**config.mk**
```make
export PLATFORM = sky130hd
export DESIGN_NAME = phy_basic_control_regs
export DESIGN_NICKNAME = d
export VERILOG_FILES = /design/src/shared/phy_regs_pkg.sv /design/src/hdl/phy_reg_store.sv /design/src/hdl/phy_basic_control_regs.sv
export SDC_FILE = /design/constraint.sdc
export NUM_CORES = 1
export LEC_CHECK = 0
export BUFFER_PORTS_ARGS = -buffer_cell sky130_fd_sc_hd__buf_2
export CELL_PAD_IN_SITES_DETAIL_PLACEMENT = 2
export CELL_PAD_IN_SITES_GLOBAL_PLACEMENT = 2
export CORE_MARGIN = 8
export CORE_UTILIZATION = 44
export DETAILED_ROUTE_END_ITERATION = 10
export HOLD_SLACK_MARGIN = 0.1
export PLACE_DENSITY = 0.88
export SYNTH_ARGS = -nofsm -noshare
export SYNTH_HDL_FRONTEND = slang
export SYNTH_SLANG_ARGS = --single-unit
```
**constraint.sdc**
```tcl
create_clock -name core_clk -period 5.1 [get_ports core_clk]
set_input_delay 0.255 -clock core_clk [delete_from_list [all_inputs] [get_ports core_clk]]
set_output_delay 0.255 -clock core_clk [all_outputs]
set_load 0.005 [all_outputs]
```
**src/shared/phy_regs_pkg.sv**
```systemverilog
// Constants, field layouts and carrier types for the PHY management register bank
package phy_regs_pkg;

    // ==========================================================
    // Widths
    // ==========================================================
    localparam int IDX_W = 5;                    // Register index width
    localparam int DATA_W = 16;                  // Register data width
    localparam int DEPTH = 32;                   // Index space size

    // ==========================================================
    // Register indices
    // ==========================================================
    localparam logic [4:0] IDX_PHY_BASIC_CONTROL = 5'h00;
    localparam logic [4:0] IDX_PHY_BASIC_STATUS = 5'h01;
    localparam logic [4:0] IDX_PHY_IDENT_HIGH = 5'h02;
    localparam logic [4:0] IDX_PHY_IDENT_LOW = 5'h03;
    localparam logic [4:0] IDX_NEGOTIATION_ADVERTISE = 5'h04;
    localparam logic [4:0] IDX_PARTNER_ABILITY = 5'h05;
    localparam logic [4:0] IDX_NEGOTIATION_EXPANSION = 5'h06;
    localparam logic [4:0] IDX_MODE_CONTROL_STATUS = 5'h11;
    localparam logic [4:0] IDX_SPECIAL_MODES = 5'h12;
    localparam logic [4:0] IDX_SPECIAL_INDICATIONS = 5'h1B;
    localparam logic [4:0] IDX_PHY_IRQ_SOURCE = 5'h1D;
    localparam logic [4:0] IDX_PHY_IRQ_MASK = 5'h1E;
    localparam logic [4:0] IDX_PHY_SPECIAL_CONTROL = 5'h1F;

    // Per-index maps: decoded, software writable, kept across soft reset
    localparam logic [31:0] DECODED_MASK = 32'hE806_007F;
    localparam logic [31:0] WRITABLE_MASK = 32'hC806_0010;
    localparam logic [31:0] KEEP_MASK = 32'h0004_0000;

    // ==========================================================
    // Basic control fields
    // ==========================================================
    localparam int CTL_SOFT_RESET = 15;
    localparam int CTL_LOOPBACK = 14;
    localparam int CTL_SPEED_100 = 13;
    localparam int CTL_AN_ENABLE = 12;
    localparam int CTL_POWER_DOWN = 11;
    localparam int CTL_AN_RESTART = 9;
    localparam int CTL_FULL_DUPLEX = 8;
    localparam int CTL_COL_TEST = 7;
    localparam logic [15:0] CTL_WRITE_MASK = 16'hFB80;   // Bits 10 and 6..0 reserved
    localparam logic [15:0] CTL_RESET = 16'h0000;        // Strap bits are merged in

    // ==========================================================
    // Basic status fields and other reset values
    // ==========================================================
    localparam logic [15:0] STS_CAPS = 16'h7809;          // Fixed ability bits
    localparam int STS_AN_DONE = 5;
    localparam int STS_LINK = 2;
    localparam logic [15:0] ADVERTISE_RESET = 16'h01E1;

    // ==========================================================
    // Timing
    // ==========================================================
    localparam int CLK_MHZ = 200;
    localparam int SOFT_RESET_NS = 1000;
    localparam int SOFT_RESET_CYCLES = (SOFT_RESET_NS * CLK_MHZ + 999) / 1000;
    localparam int AN_TIME_MS = 1500;
    localparam int AN_CYCLES_DEF = AN_TIME_MS * CLK_MHZ * 1000;

    // ==========================================================
    // Types
    // ==========================================================
    typedef struct packed {
        logic valid;                 // One-cycle command strobe
        logic write;                 // 1 = write, 0 = read
        logic [4:0] index;           // Register index
        logic [15:0] data;           // Write data
    } access_cmd_t;

    typedef struct packed {
        logic done;                  // One-cycle completion pulse
        logic [15:0] data;           // Read data, zero for writes
    } access_resp_t;

    typedef struct packed {
        logic loopback;
        logic power_down;
        logic speed_100;
        logic full_duplex;
        logic col_test;
        logic an_complete;
        logic soft_reset;
    } phy_mode_t;

    typedef enum logic [1:0] {AN_IDLE, AN_RUN, AN_DONE} an_state_t;

    // Reset value of a memory-held register
    function automatic logic [15:0] entry_reset(input int idx);
        entry_reset = (idx == int'(IDX_NEGOTIATION_ADVERTISE)) ? ADVERTISE_RESET : 16'h0000;
    endfunction

endpackage

```
**src/hdl/phy_reg_store.sv**
```systemverilog
// Small register store for the general PHY registers, registered read port
`timescale 1ns/1ps
`default_nettype none
module phy_reg_store #(
    parameter int DEPTH = 32,
    parameter int WIDTH = 16,
    parameter logic [31:0] WRITABLE = 32'h0000_0000,
    parameter logic [31:0] KEEP = 32'h0000_0000
) (
    // Clock and reset
    input wire logic core_clk,
    input wire logic rst_n,
    // Clear of entries not kept across soft reset
    input wire logic soft_clear,
    // Write port
    input wire logic wr_en,
    input wire logic [$clog2(DEPTH)-1:0] wr_addr,
    input wire logic [WIDTH-1:0] wr_data,
    // Read port
    input wire logic [$clog2(DEPTH)-1:0] rd_addr,
    output logic [WIDTH-1:0] rd_data_r
);
    import phy_regs_pkg::*;

    // ==========================================================
    // Storage
    // ==========================================================
    logic [WIDTH-1:0] mem_r [DEPTH];   // One word per index

    // One entry per index
    genvar gi;
    generate
        for (gi = 0; gi < DEPTH; gi++) begin : g_entry
            // Hard reset, soft clear unless kept, write if writable
            always_ff @(posedge core_clk) begin
                if (!rst_n) begin
                    mem_r[gi] <= WIDTH'(entry_reset(gi));
                end else if (soft_clear && !KEEP[gi]) begin
                    mem_r[gi] <= WIDTH'(entry_reset(gi));
                end else if (wr_en && WRITABLE[gi] && (wr_addr == ($clog2(DEPTH))'(gi))) begin
                    mem_r[gi] <= wr_data;
                end
            end
        end
    endgenerate

    // Registered read
    always_ff @(posedge core_clk) begin
        if (!rst_n) begin
            rd_data_r <= '0;
        end else begin
            rd_data_r <= mem_r[rd_addr];
        end
    end

endmodule
`default_nettype wire

```
**src/hdl/phy_basic_control_regs.sv**
```systemverilog
// PHY management register bank reached through an indexed access port
//
// How it works
// - Registers reached only via access command/data
// - Decode indices 0-6, 17, 18, 27, 29-31
// - Control bit 15 starts self-clearing soft reset
// - Kept fields survive only soft reset
// - Control bit 14 selects loopback, resets zero
// - Bit 13 forces speed unless negotiation on
// - Bit 12 runs negotiation, overriding forced bits
// - Bit 11 enters power down, resets zero
// - Leaving power down renegotiates, sets status bit 5
// - Bit 9 restarts negotiation, self-clears
// - Bit 8 forces duplex unless negotiation on
// - Bit 7 enables collision test, resets zero
// - Speed and negotiation defaults from strap pin
// - Status bit 5 shows negotiation complete
`timescale 1ns/1ps
`default_nettype none
module phy_basic_control_regs #(
    parameter int AN_CYCLES = phy_regs_pkg::AN_CYCLES_DEF,
    parameter logic [15:0] IDENT_HIGH = 16'h1234,   // Arbitrary identifier value
    parameter logic [15:0] IDENT_LOW = 16'h5678     // Arbitrary identifier value
) (
    // Clock and reset
    input wire logic core_clk,
    input wire logic rst_n,
    // Speed strap pin
    input wire logic speed_strap,
    // Indexed access port from the MAC side
    input wire phy_regs_pkg::access_cmd_t phy_access_command_reg,
    output phy_regs_pkg::access_resp_t access_resp_r,
    output logic busy_r,
    // Operating mode towards the PHY core
    output phy_regs_pkg::phy_mode_t mode_r
);
    import phy_regs_pkg::*;

    // ==========================================================
    // Declarations
    // ==========================================================
    logic [15:0] ctrl_r;                 // Basic control bits
    logic [15:0] ctrl_nxt;               // Next basic control bits
    logic [15:0] ctrl_default;           // Reset value with strap merged
    logic [15:0] srst_cnt_r;             // Soft reset duration counter
    logic [15:0] srst_cnt_nxt;
    logic srst_last;                     // Last cycle of soft reset
    an_state_t an_state_r;               // Negotiation state
    an_state_t an_state_nxt;
    logic [31:0] an_cnt_r;               // Negotiation duration counter
    logic [31:0] an_cnt_nxt;
    logic an_allowed;                    // Negotiation may run
    logic an_last;                       // Final negotiation cycle
    logic take;                          // Command accepted
    logic wr_ctrl;                       // Write to basic control
    logic srst_start;                    // Write that sets the reset bit
    logic mem_we;                        // Write to the register store
    logic pend_r;                        // Accepted command in stage one
    logic write_q_r;                     // Stage one is a write
    logic [4:0] idx_q_r;                 // Stage one index
    logic [15:0] mem_rd;                 // Store read data
    logic [15:0] status_word;            // Composed basic status
    logic [15:0] read_word;              // Selected read data
    logic busy_nxt;
    logic link_up;                       // Link indication
    phy_mode_t mode_nxt;

    // ==========================================================
    // Command acceptance and decode
    // ==========================================================
    // One command every other cycle; a strobe while busy is dropped
    assign take = phy_access_command_reg.valid && !busy_r;
    assign wr_ctrl = take && phy_access_command_reg.write
        && (phy_access_command_reg.index == IDX_PHY_BASIC_CONTROL);
    // Reset bit set from idle starts a soft reset; other bits ignored
    assign srst_start = wr_ctrl && phy_access_command_reg.data[CTL_SOFT_RESET] && !ctrl_r[CTL_SOFT_RESET];
    // Only writable decoded indices reach the store
    assign mem_we = take && phy_access_command_reg.write
        && WRITABLE_MASK[phy_access_command_reg.index];

    // ==========================================================
    // Basic control register
    // ==========================================================
    // Strap level sets speed and negotiation defaults
    always_comb begin
        ctrl_default = CTL_RESET;
        ctrl_default[CTL_SPEED_100] = speed_strap;
        ctrl_default[CTL_AN_ENABLE] = speed_strap;
    end

    // Soft reset runs a fixed number of cycles
    assign srst_last = ctrl_r[CTL_SOFT_RESET] && (srst_cnt_r == 16'(SOFT_RESET_CYCLES - 1));

    // Control next value: soft reset, host write, restart consume
    always_comb begin
        ctrl_nxt = ctrl_r;
        if (ctrl_r[CTL_SOFT_RESET]) begin
            // Writes during soft reset are ignored
            if (srst_last) begin
                ctrl_nxt[CTL_SOFT_RESET] = 1'b0;
            end
        end else if (srst_start) begin
            // Fields return to defaults, reset bit reads one
            ctrl_nxt = ctrl_default;
            ctrl_nxt[CTL_SOFT_RESET] = 1'b1;
        end else if (wr_ctrl) begin
            // Reserved bits masked off
            ctrl_nxt = phy_access_command_reg.data & CTL_WRITE_MASK;
        end else if (ctrl_r[CTL_AN_RESTART]) begin
            // Restart bit is consumed by the negotiation machine
            ctrl_nxt[CTL_AN_RESTART] = 1'b0;
        end
    end

    // Soft reset counter
    always_comb begin
        srst_cnt_nxt = 16'h0000;
        if (ctrl_r[CTL_SOFT_RESET] && !srst_last) begin
            srst_cnt_nxt = srst_cnt_r + 16'h0001;
        end
    end

    // Control and counter flops; strap caught during the reset cycles
    always_ff @(posedge core_clk) begin
        if (!rst_n) begin
            ctrl_r <= ctrl_default;
            srst_cnt_r <= 16'h0000;
        end else begin
            ctrl_r <= ctrl_nxt;
            srst_cnt_r <= srst_cnt_nxt;
        end
    end

    // ==========================================================
    // Auto-negotiation process
    // ==========================================================
    // Held off by soft reset, power down or disable
    assign an_allowed = ctrl_r[CTL_AN_ENABLE] && !ctrl_r[CTL_POWER_DOWN]
        && !ctrl_r[CTL_SOFT_RESET];
    assign an_last = (an_cnt_r == 32'(AN_CYCLES - 1));

    // Negotiation state machine
    always_comb begin
        an_state_nxt = an_state_r;
        an_cnt_nxt = an_cnt_r;
        if (!an_allowed) begin
            // Disabled: not complete, restart on re-enable
            an_state_nxt = AN_IDLE;
            an_cnt_nxt = 32'h0000_0000;
        end else if (ctrl_r[CTL_AN_RESTART]) begin
            // Host restart begins a fresh process
            an_state_nxt = AN_RUN;
            an_cnt_nxt = 32'h0000_0000;
        end else begin
            case (an_state_r)
                AN_IDLE: begin
                    // Power down cleared or enable set: begin again
                    an_state_nxt = AN_RUN;
                    an_cnt_nxt = 32'h0000_0000;
                end
                AN_RUN: begin
                    if (an_last) begin
                        an_state_nxt = AN_DONE;
                    end else begin
                        an_cnt_nxt = an_cnt_r + 32'h0000_0001;
                    end
                end
                AN_DONE: begin
                    an_state_nxt = AN_DONE;
                end
                default: begin
                    an_state_nxt = AN_IDLE;
                    an_cnt_nxt = 32'h0000_0000;
                end
            endcase
        end
    end

    // Negotiation flops
    always_ff @(posedge core_clk) begin
        if (!rst_n) begin
            an_state_r <= AN_IDLE;
            an_cnt_r <= 32'h0000_0000;
        end else begin
            an_state_r <= an_state_nxt;
            an_cnt_r <= an_cnt_nxt;
        end
    end

    // ==========================================================
    // Operating mode outputs
    // ==========================================================
    // Link is up after negotiation, or at once in forced mode
    assign link_up = !ctrl_r[CTL_POWER_DOWN] && !ctrl_r[CTL_SOFT_RESET]
        && (ctrl_r[CTL_AN_ENABLE] ? (an_state_r == AN_DONE) : 1'b1);

    // Forced speed and duplex only count with negotiation off
    always_comb begin
        mode_nxt.loopback = ctrl_r[CTL_LOOPBACK];
        mode_nxt.power_down = ctrl_r[CTL_POWER_DOWN];
        mode_nxt.col_test = ctrl_r[CTL_COL_TEST];
        mode_nxt.an_complete = (an_state_r == AN_DONE);
        mode_nxt.soft_reset = ctrl_r[CTL_SOFT_RESET];
        if (ctrl_r[CTL_AN_ENABLE]) begin
            // Negotiated result: speed 100 and full duplex once complete
            mode_nxt.speed_100 = (an_state_r == AN_DONE);
            mode_nxt.full_duplex = (an_state_r == AN_DONE);
        end else begin
            mode_nxt.speed_100 = ctrl_r[CTL_SPEED_100];
            mode_nxt.full_duplex = ctrl_r[CTL_FULL_DUPLEX];
        end
    end

    // Mode register
    always_ff @(posedge core_clk) begin
        if (!rst_n) begin
            mode_r <= '0;
        end else begin
            mode_r <= mode_nxt;
        end
    end

    // ==========================================================
    // General register store
    // ==========================================================
    phy_reg_store #(
        .DEPTH(DEPTH),
        .WIDTH(DATA_W),
        .WRITABLE(WRITABLE_MASK),
        .KEEP(KEEP_MASK)
    ) u_store (
        .core_clk(core_clk),
        .rst_n(rst_n),
        .soft_clear(srst_start),
        .wr_en(mem_we),
        .wr_addr(phy_access_command_reg.index),
        .wr_data(phy_access_command_reg.data),
        .rd_addr(phy_access_command_reg.index),
        .rd_data_r(mem_rd)
    );

    // ==========================================================
    // Read path
    // ==========================================================
    // Basic status: fixed abilities plus live completion and link
    always_comb begin
        status_word = STS_CAPS;
        status_word[STS_AN_DONE] = (an_state_r == AN_DONE);
        status_word[STS_LINK] = link_up;
    end

    // Index select; unmapped indices read zero
    always_comb begin
        read_word = 16'h0000;
        if (idx_q_r == IDX_PHY_BASIC_CONTROL) begin
            read_word = ctrl_r & CTL_WRITE_MASK;
        end else if (idx_q_r == IDX_PHY_BASIC_STATUS) begin
            read_word = status_word;
        end else if (idx_q_r == IDX_PHY_IDENT_HIGH) begin
            read_word = IDENT_HIGH;
        end else if (idx_q_r == IDX_PHY_IDENT_LOW) begin
            read_word = IDENT_LOW;
        end else if (DECODED_MASK[idx_q_r]) begin
            read_word = mem_rd;
        end
    end

    // Busy from acceptance until the answer
    always_comb begin
        busy_nxt = busy_r;
        if (take) begin
            busy_nxt = 1'b1;
        end else if (pend_r) begin
            busy_nxt = 1'b0;
        end
    end

    // Stage one: remember command kind and index
    always_ff @(posedge core_clk) begin
        if (!rst_n) begin
            pend_r <= 1'b0;
            write_q_r <= 1'b0;
            idx_q_r <= 5'h00;
            busy_r <= 1'b0;
        end else begin
            pend_r <= take;
            write_q_r <= phy_access_command_reg.write;
            idx_q_r <= phy_access_command_reg.index;
            busy_r <= busy_nxt;
        end
    end

    // Stage two: answer pulse with read data
    always_ff @(posedge core_clk) begin
        if (!rst_n) begin
            access_resp_r <= '0;
        end else begin
            access_resp_r.done <= pend_r;
            access_resp_r.data <= (pend_r && !write_q_r) ? read_word : 16'h0000;
        end
    end

endmodule
`default_nettype wire

```
==> run metrics, run 1 <==
synthesis-stage register bit count=203; Reg-to-Reg Start=busy_r; syn nets=~850; cell count of the worst hold path=2; Hold Path End=idx_q_r[3]; Congestion Overflow GR=0; post_cts resized=0; die area=0.0249 mm^2; share of cells above drive strength 1=0.147; minimum clock period=3.53 ns; crit-path max FO=18; vias=6,794; Finished Core Util=0.508; CTS tree=yes; max-slew violation count=0; vias per cell=5.93; Worst Path Required=5.23 ns; worst hold path type=in2reg; max-cap violations=0; # IOs=51; CTS buffer count=23; Ant. Diodes=0; hold buffer count at CTS=3; # H-tree levels=1; Crit path arrival time=3.66 ns; clock sinks=203; nets=898; root buf cell=clkbuf_16; first-pass GRT wire length=approximately 47,000 um; min-delay src=phy_access_command_reg[19]; R2R setup slack=1.86 ns; vias in the first global route=roughly 7,700; Initial DRT Pass Iterations=5; Final period util=0.693; leakage=approximately 3.8 nW; Fin. Hold Viols=0; R2R depth=5; crit start category=input pin; row count=52; CP Class=in2reg; worst r2r dst=u_store.mem_r[27][5]; worst-skew pair later-pin latency=0.52 ns; number of DRC markers in iteration 0=375; Synth Warn #=0; post-CTS setup buffers=0; Post-Synthesis Cells=815; Mapped Area=0.00883 mm^2; detailed placement HPWL=19,500 um; EDFF count, synth=98; unrepaired setup endpoints after global routing=no; largest net degree at the start of global routing=29; Worst-Margin Slew=1.12 ns; Max Clk Rate=283 MHz; routability-driven placement congestion ratio=0.885; Area Overhead vs Synth=14.9%; routed len/inst=around 27 um; Setup TNS=0 ns; DRT antenna net count=0; Finish-stage setup viols=0; sequential cell area fraction in the yosys report=0.571; Initial Util=0.442; total core area=0.0200 mm^2; CP endpoint kind=flip-flop; Synth Flop Type=dfxtp_1; outcome=finished, final reports clean; Slew headroom=0.256; antenna violations before repair=1; average size of a mapped cell=10.8 um^2; CTS max path bufs=3; gr usage total=0.254; WL final=31,300 um; Die Width=158 um; Cell variety after synth=65; # DRC=0; Clock Skew=~0.021 ns; PortBufs=50; Max VDD drop=0.000290 V; Die H=158 um; clock-pin slew on the worst setup and hold paths=0.06 ns; Pwr Density=375 mW/mm^2; ys async rst share=0
==> kinds of logic after synthesis <==
family | count (synthesis) | share of synthesized area
xor+xnor | 26 | 0.0258
flops | 203 | 0.571
fa+ha+maj | 12 | 0.0170
buf+inv | 55 | 0.0280
mux | 18 | 0.0204
simple gates | 353 | 0.226
compound gates | 148 | 0.112
==> final cells by class <==
cell class | instances | area (um^2)
fill | 2004 | 9820
inverter | 14 | 52.6
multi-input combinational | 557 | 3550
timing repair buffer | 61 | 340
clock inverter | 11 | 183
tap | 270 | 338
clock buffer | 30 | 643
sequential | 203 | 5040
==> routing by layer <==
| layer | GRT usage | vias up | share of wire |
|---|---|---|---|
| li1 | - | 3006 | - |
| met1 | 0.283 | 3476 | 0.39 |
| met2 | 0.459 | 214 | 0.52 |
| met3 | 0.0456 | 96 | 0.049 |
| met4 | 0.122 | 2 | 0.048 |
| met5 | 0 | - | 0.00032 |
==> stage by stage <==
stage / hold WS, ns / power [mW] / setup slack (ns) / std cells / instance area, um^2
floorplan: 0.377 / 1.89 / 2.56 / 815 / 8830
global placement: 0.428 / 1.96 / 1.83 / 1102 / 9300
detailed placement: 0.456 / 1.98 / 1.38 / 1102 / 9300
CTS: 0.115 / 3.81 / 1.64 / 1146 / 10200
global route: 0.132 / 3.89 / 1.41 / 1146 / 10200
finish: 0.132 / 3.80 / 1.57 / 1146 / 10200
==> Yosys cell counts (all sizes together), types with 2 or more instances <==
cell type / n / area share
nand3: 37 / 0.021
xnor2: 4 / 0.0040
or2: 3 / 0.0021
o21ai: 23 / 0.014
inv: 14 / 0.0059
and2: 103 / 0.073
nor2b: 4 / 0.0028
nand4bb: 2 / 0.0025
o22ai: 17 / 0.012
o41ai: 2 / 0.0028
or3: 16 / 0.013
a22o: 16 / 0.016
and4: 5 / 0.0050
nor4: 3 / 0.0035
o31ai: 3 / 0.0041
a21boi: 6 / 0.0051
nand4: 17 / 0.013
dfxtp: 105 / 0.24
ha: 12 / 0.017
edfxtp: 98 / 0.33
a22oi: 16 / 0.014
mux2i: 18 / 0.020
and3: 6 / 0.0044
nor4b: 4 / 0.0047
clkbuf: 28 / 0.012
nand3b: 5 / 0.0042
or4: 4 / 0.0035
buf: 13 / 0.010
xor2: 22 / 0.022
a31oi: 4 / 0.0028
nand2b: 15 / 0.011
o21a: 2 / 0.0017
nor2: 68 / 0.029
a21oi: 51 / 0.031
o211ai: 2 / 0.0017
nand2: 40 / 0.017
o2111ai: 2 / 0.0020
nor3: 17 / 0.013
==> where the power goes <==
group	switching (mW)	leakage, nW	internal (mW)
combinational	0.143	1.50	0.0514
clock	0.702	0.407	1.14
sequential	0.0239	1.86	1.74
total	0.869	3.76	2.93
==> sequential cells by signal, summed over array words and instances (netlist names), named ones only <==
register and flops:
access_resp_r 17, an_cnt_r 32, an_state_r 2, busy_r 1, ctrl_r 8, idx_q_r 5, mode_r 7, pend_r 1
srst_cnt_r 16, u_store.mem_r 96, u_store.rd_data_r 16, write_q_r 1
==> worst max-delay path: stages <==
cell	delay, ns
dlygate4sd3_1	0.53
buf_2	0.16
or2_1	0.58
nor3_1	0.20
a21boi_1	0.56
and3_1	0.60
nand2b_1	0.77
==> layout by cell type (no fill, tap or decap), drive strengths merged, types with 3 or more instances in the layout <==
cell / n
a22o: 16
clkinv: 5
nor3: 17
o31ai: 3
or3: 16
nor4b: 4
a21boi: 6
or4: 4
xor2: 22
clkbuf: 30
and2: 103
edfxtp: 98
o21ai: 23
xnor2: 4
nor4: 3
and4: 5
and3: 6
o22ai: 17
buf: 58
mux2i: 18
nand3: 37
nand2: 40
or2: 3
nand3b: 5
bufinv: 5
nand2b: 15
a31oi: 4
dfxtp: 105
nor2: 68
dlygate4sd3: 3
a21oi: 51
ha: 12
inv: 15
nor2b: 4
nand4: 17
a22oi: 16
==> worst max path at each step <==
stage | start | to | cells after the start
after floorplan | busy_r | u_store.mem_r[4][0] | 3
after global placement | phy_access_command_reg[16] | u_store.mem_r[27][13] | 8
after detailed placement | phy_access_command_reg[16] | u_store.mem_r[27][5] | 8
after CTS | phy_access_command_reg[18] | u_store.mem_r[27][5] | 7
after global routing | phy_access_command_reg[18] | u_store.mem_r[27][5] | 7
final | phy_access_command_reg[18] | u_store.mem_r[27][5] | 7
Power figures use the tool's default switching activity.
==> run 2, diff against run 1 <==
--- a/config.mk
+++ b/config.mk
@@ -9,10 +9,10 @@
 export CELL_PAD_IN_SITES_DETAIL_PLACEMENT = 2
 export CELL_PAD_IN_SITES_GLOBAL_PLACEMENT = 2
 export CORE_MARGIN = 8
-export CORE_UTILIZATION = 44
+export CORE_UTILIZATION = 41
 export DETAILED_ROUTE_END_ITERATION = 10
 export HOLD_SLACK_MARGIN = 0.1
-export PLACE_DENSITY = 0.88
+export PLACE_DENSITY = 0.83
 export SYNTH_ARGS = -nofsm -noshare
 export SYNTH_HDL_FRONTEND = slang
 export SYNTH_SLANG_ARGS = --single-unit
==> constraint.sdc (replaced) <==
create_clock -name core_clk -period 3.4 [get_ports core_clk]
set_input_delay 0.17 -clock core_clk [delete_from_list [all_inputs] [get_ports core_clk]]
set_output_delay 0.17 -clock core_clk [all_outputs]
set_load 0.005 [all_outputs]
==> run 2 against run 1 <==
Against the previous run:
- register-to-register slack got worse by 1.4 ns
- sequential share of layout area fell by 0.65 points
- clock skew grew 0.0016 ns
- die area grew 6.6%
- worst hold slack got worse by 0.023 ns
- via count down 1.4%
- cell area increased by 1.3%
- sequential power rose by 50%
- clock-buffer cell count up 2
- final cell count increased by 3.0%
- critical path depth unchanged
- highest routed layer is now met4
==> run metrics, run 2 (synthesized netlist as in run 1, its figures left out) <==
Congestion Overflow GR=0 (unchanged); Crit path arrival time=3.15 ns (was 3.66 ns); Setup TNS=0 ns (unchanged); worst-skew pair later-pin latency=0.53 ns (was 0.52 ns); Max VDD drop=0.000338 V (was 0.000290 V); R2R setup slack=0.50 ns (was 1.86 ns); post_cts resized=0 (unchanged); post-CTS setup buffers=0 (unchanged); # IOs=51 (unchanged); CTS tree=yes (unchanged); Fin. Hold Viols=0 (unchanged); Fillers=2,141 (was 2,004); clock sinks=203 (unchanged); Max Clk Rate=approximately 330 MHz; routed len/inst=24.3 um (was 27.3 um); DRT antenna net count=0 (unchanged); CP Class=in2reg (unchanged); Regs by FF count=u_store.mem_r (96), an_cnt_r (32), access_resp_r (17) (unchanged); Final WS setup=0.389 ns (was 1.57 ns); Post-Layout Cell Count=1,180 (was 1,146); proportion of power drawn by flip-flops and latches=0.498 (was 0.464); Initial Util=0.419 (was 0.442); worst r2r dst=u_store.mem_r[17][7] (was u_store.mem_r[27][5]); share of cells above drive strength 1=0.148 (was 0.147); worst hold path type=in2reg (unchanged); logic gate share of total power=0.058 (was 0.051); max-slew violation count=0 (unchanged); max reg flops=96 (unchanged); Finish-stage setup viols=0 (unchanged); sw frac=0.240 (was 0.228); Biggest register=u_store.mem_r (unchanged); antenna violations before repair=0 (was 1); CTS buffer count=23 (unchanged); gr usage total=0.218 (was 0.254); detailed placement HPWL=18,900 um (was 19,500 um); largest net degree at the start of global routing=22 (was 29); cell count of the worst hold path=2 (unchanged); vias in the first global route=7,582 (was 7,673); WL final=28,700 um (was 31,300 um); row count=53 (was 52); nets=925 (was 898); Final period util=0.886; vias=6,698 (was 6,794); CTS max path bufs=3 (unchanged); Clock Skew=0.0229 ns (was 0.0213 ns); Post-Place Setup Slack=0.463 ns (was 1.38 ns); Final Power=5.32 mW (was 3.80 mW); unrepaired setup endpoints after global routing=no (unchanged); number of DRC markers in iteration 0=410 (was 375); Cells after DPL=1,116 (was 1,102); Hold Path End=u_store.mem_r[4][12] (was idx_q_r[3]); outcome=finished, final reports clean (unchanged); Pwr Density=517 mW/mm^2 (was 375 mW/mm^2); crit start category=input pin (unchanged); minimum clock period=approximately 3.0 ns; root buf cell=clkbuf_16 (unchanged); max-cap violations=0 (unchanged); Int Pwr=4.04 mW (was 2.93 mW); # H-tree levels=1 (unchanged); routability-driven placement congestion ratio=0.855 (was 0.885); Finished Core Util=0.488 (was 0.508); # DRC=0 (unchanged); Worst Path Required=3.54 ns (was 5.23 ns); Clock Power Share=0.445 (was 0.484); clock-pin slew on the worst setup and hold paths=0.07 ns (was 0.06 ns); Worst-Margin Slew=1.15 ns (was 1.12 ns); NetSw=1.28 mW (was 869 uW); Area Overhead vs Synth=16.4% (was 14.9%); CP endpoint kind=flip-flop (unchanged); die area=0.0265 mm^2 (was 0.0249 mm^2); R2R depth=5 (unchanged); Die Width=163 um (was 158 um); Slew headroom=0.230 (was 0.256); commonest non-fill, non-tap cell in the layout=dfxtp_1 (unchanged); Initial DRT Pass Iterations=5 (unchanged); most frequent cells in the layout=105 x dfxtp_1, 103 x and2_1, 98 x edfxtp_1 (unchanged); crit-path max FO=18 (unchanged); Reg-to-Reg Start=busy_r (unchanged); first-pass GRT wire length=44,900 um (was 47,400 um); vias per cell=5.68 (was 5.93); total core area=0.0211 mm^2 (was 0.0200 mm^2); leakage=3.82 nW (was 3.76 nW); min-delay src=phy_access_command_reg[12] (was phy_access_command_reg[19]); Die H=163 um (was 158 um); PortBufs=50 (unchanged)
## run 2: cell types whose count changed in the layout (fill, tap and decap cells not counted), moves of 2 or more
cell | previous run | this run
clkinv_1 | 1 | 5
dlygate4sd3_1 | 3 | 21
clkbuf_8 | 2 | 4
buf_4 | 8 | 17
clkinv_2 | 4 | 2
bufinv_16 | 5 | 0
## run 2: layout make-up
type	count	area (um^2)	share of cell area
well taps	275	344	0.0335
diodes	1	2.50	0.000243
clock buffers	32	649	0.0631
inverters	14	52.6	0.00511
clock inverters	10	53.8	0.00523
repair buffers	88	588	0.0572
flip-flops and latches	203	5040	0.490
multi-input cells	557	3550	0.345
## run 2: power groups by stage
stage                     sequential (mW)  combinational (mW)  clock (mW)
after floorplan                      2.68               0.161           0
after global placement               2.69               0.256           0
after detailed placement             2.70               0.278           0
after CTS                            2.65               0.306        2.39
after global routing                 2.65               0.328        2.49
final                                2.65               0.308        2.37
## run 2: timing repair
action                                  in CTS  in global routing
endpoints found under the setup margin       0                  0
endpoints found under the hold margin       52                  0
hold buffers                                21                  0
## run 2: worst max path at each step
| stage | from | endpoint | cells after the start |
|---|---|---|---|
| floorplan | busy_r | u_store.mem_r[4][0] | 3 |
| global placement | busy_r | u_store.mem_r[31][13] | 5 |
| detailed placement | phy_access_command_reg[19] | u_store.mem_r[17][9] | 6 |
| CTS | phy_access_command_reg[19] | u_store.mem_r[17][5] | 7 |
| global route | phy_access_command_reg[19] | u_store.mem_r[17][1] | 7 |
| finish | phy_access_command_reg[19] | u_store.mem_r[17][7] | 7 |
## run 2: critical path, stage by stage
cell           delay [ns]
dlygate4sd3_1        0.55
buf_2                0.18
or2_1                0.46
or2_1                0.35
nor2_1               0.19
and3_1               0.52
nand2b_1             0.72
## run 2: metal layers
metal	share of wire	up-vias	global-route usage
li1	-	3075	-
met2	0.50	176	0.388
met1	0.41	3387	0.259
met4	0.038	0	0.0817
met5	0	-	0
met3	0.047	60	0.0379
## run 2: stage by stage
stage               hold slack [ns]  instance area (um^2)
finish                        0.109                 10300
global route                  0.126                 10300
CTS                           0.109                 10300
detailed placement            0.406                  9370
global placement              0.392                  9370
floorplan                     0.292                  8830
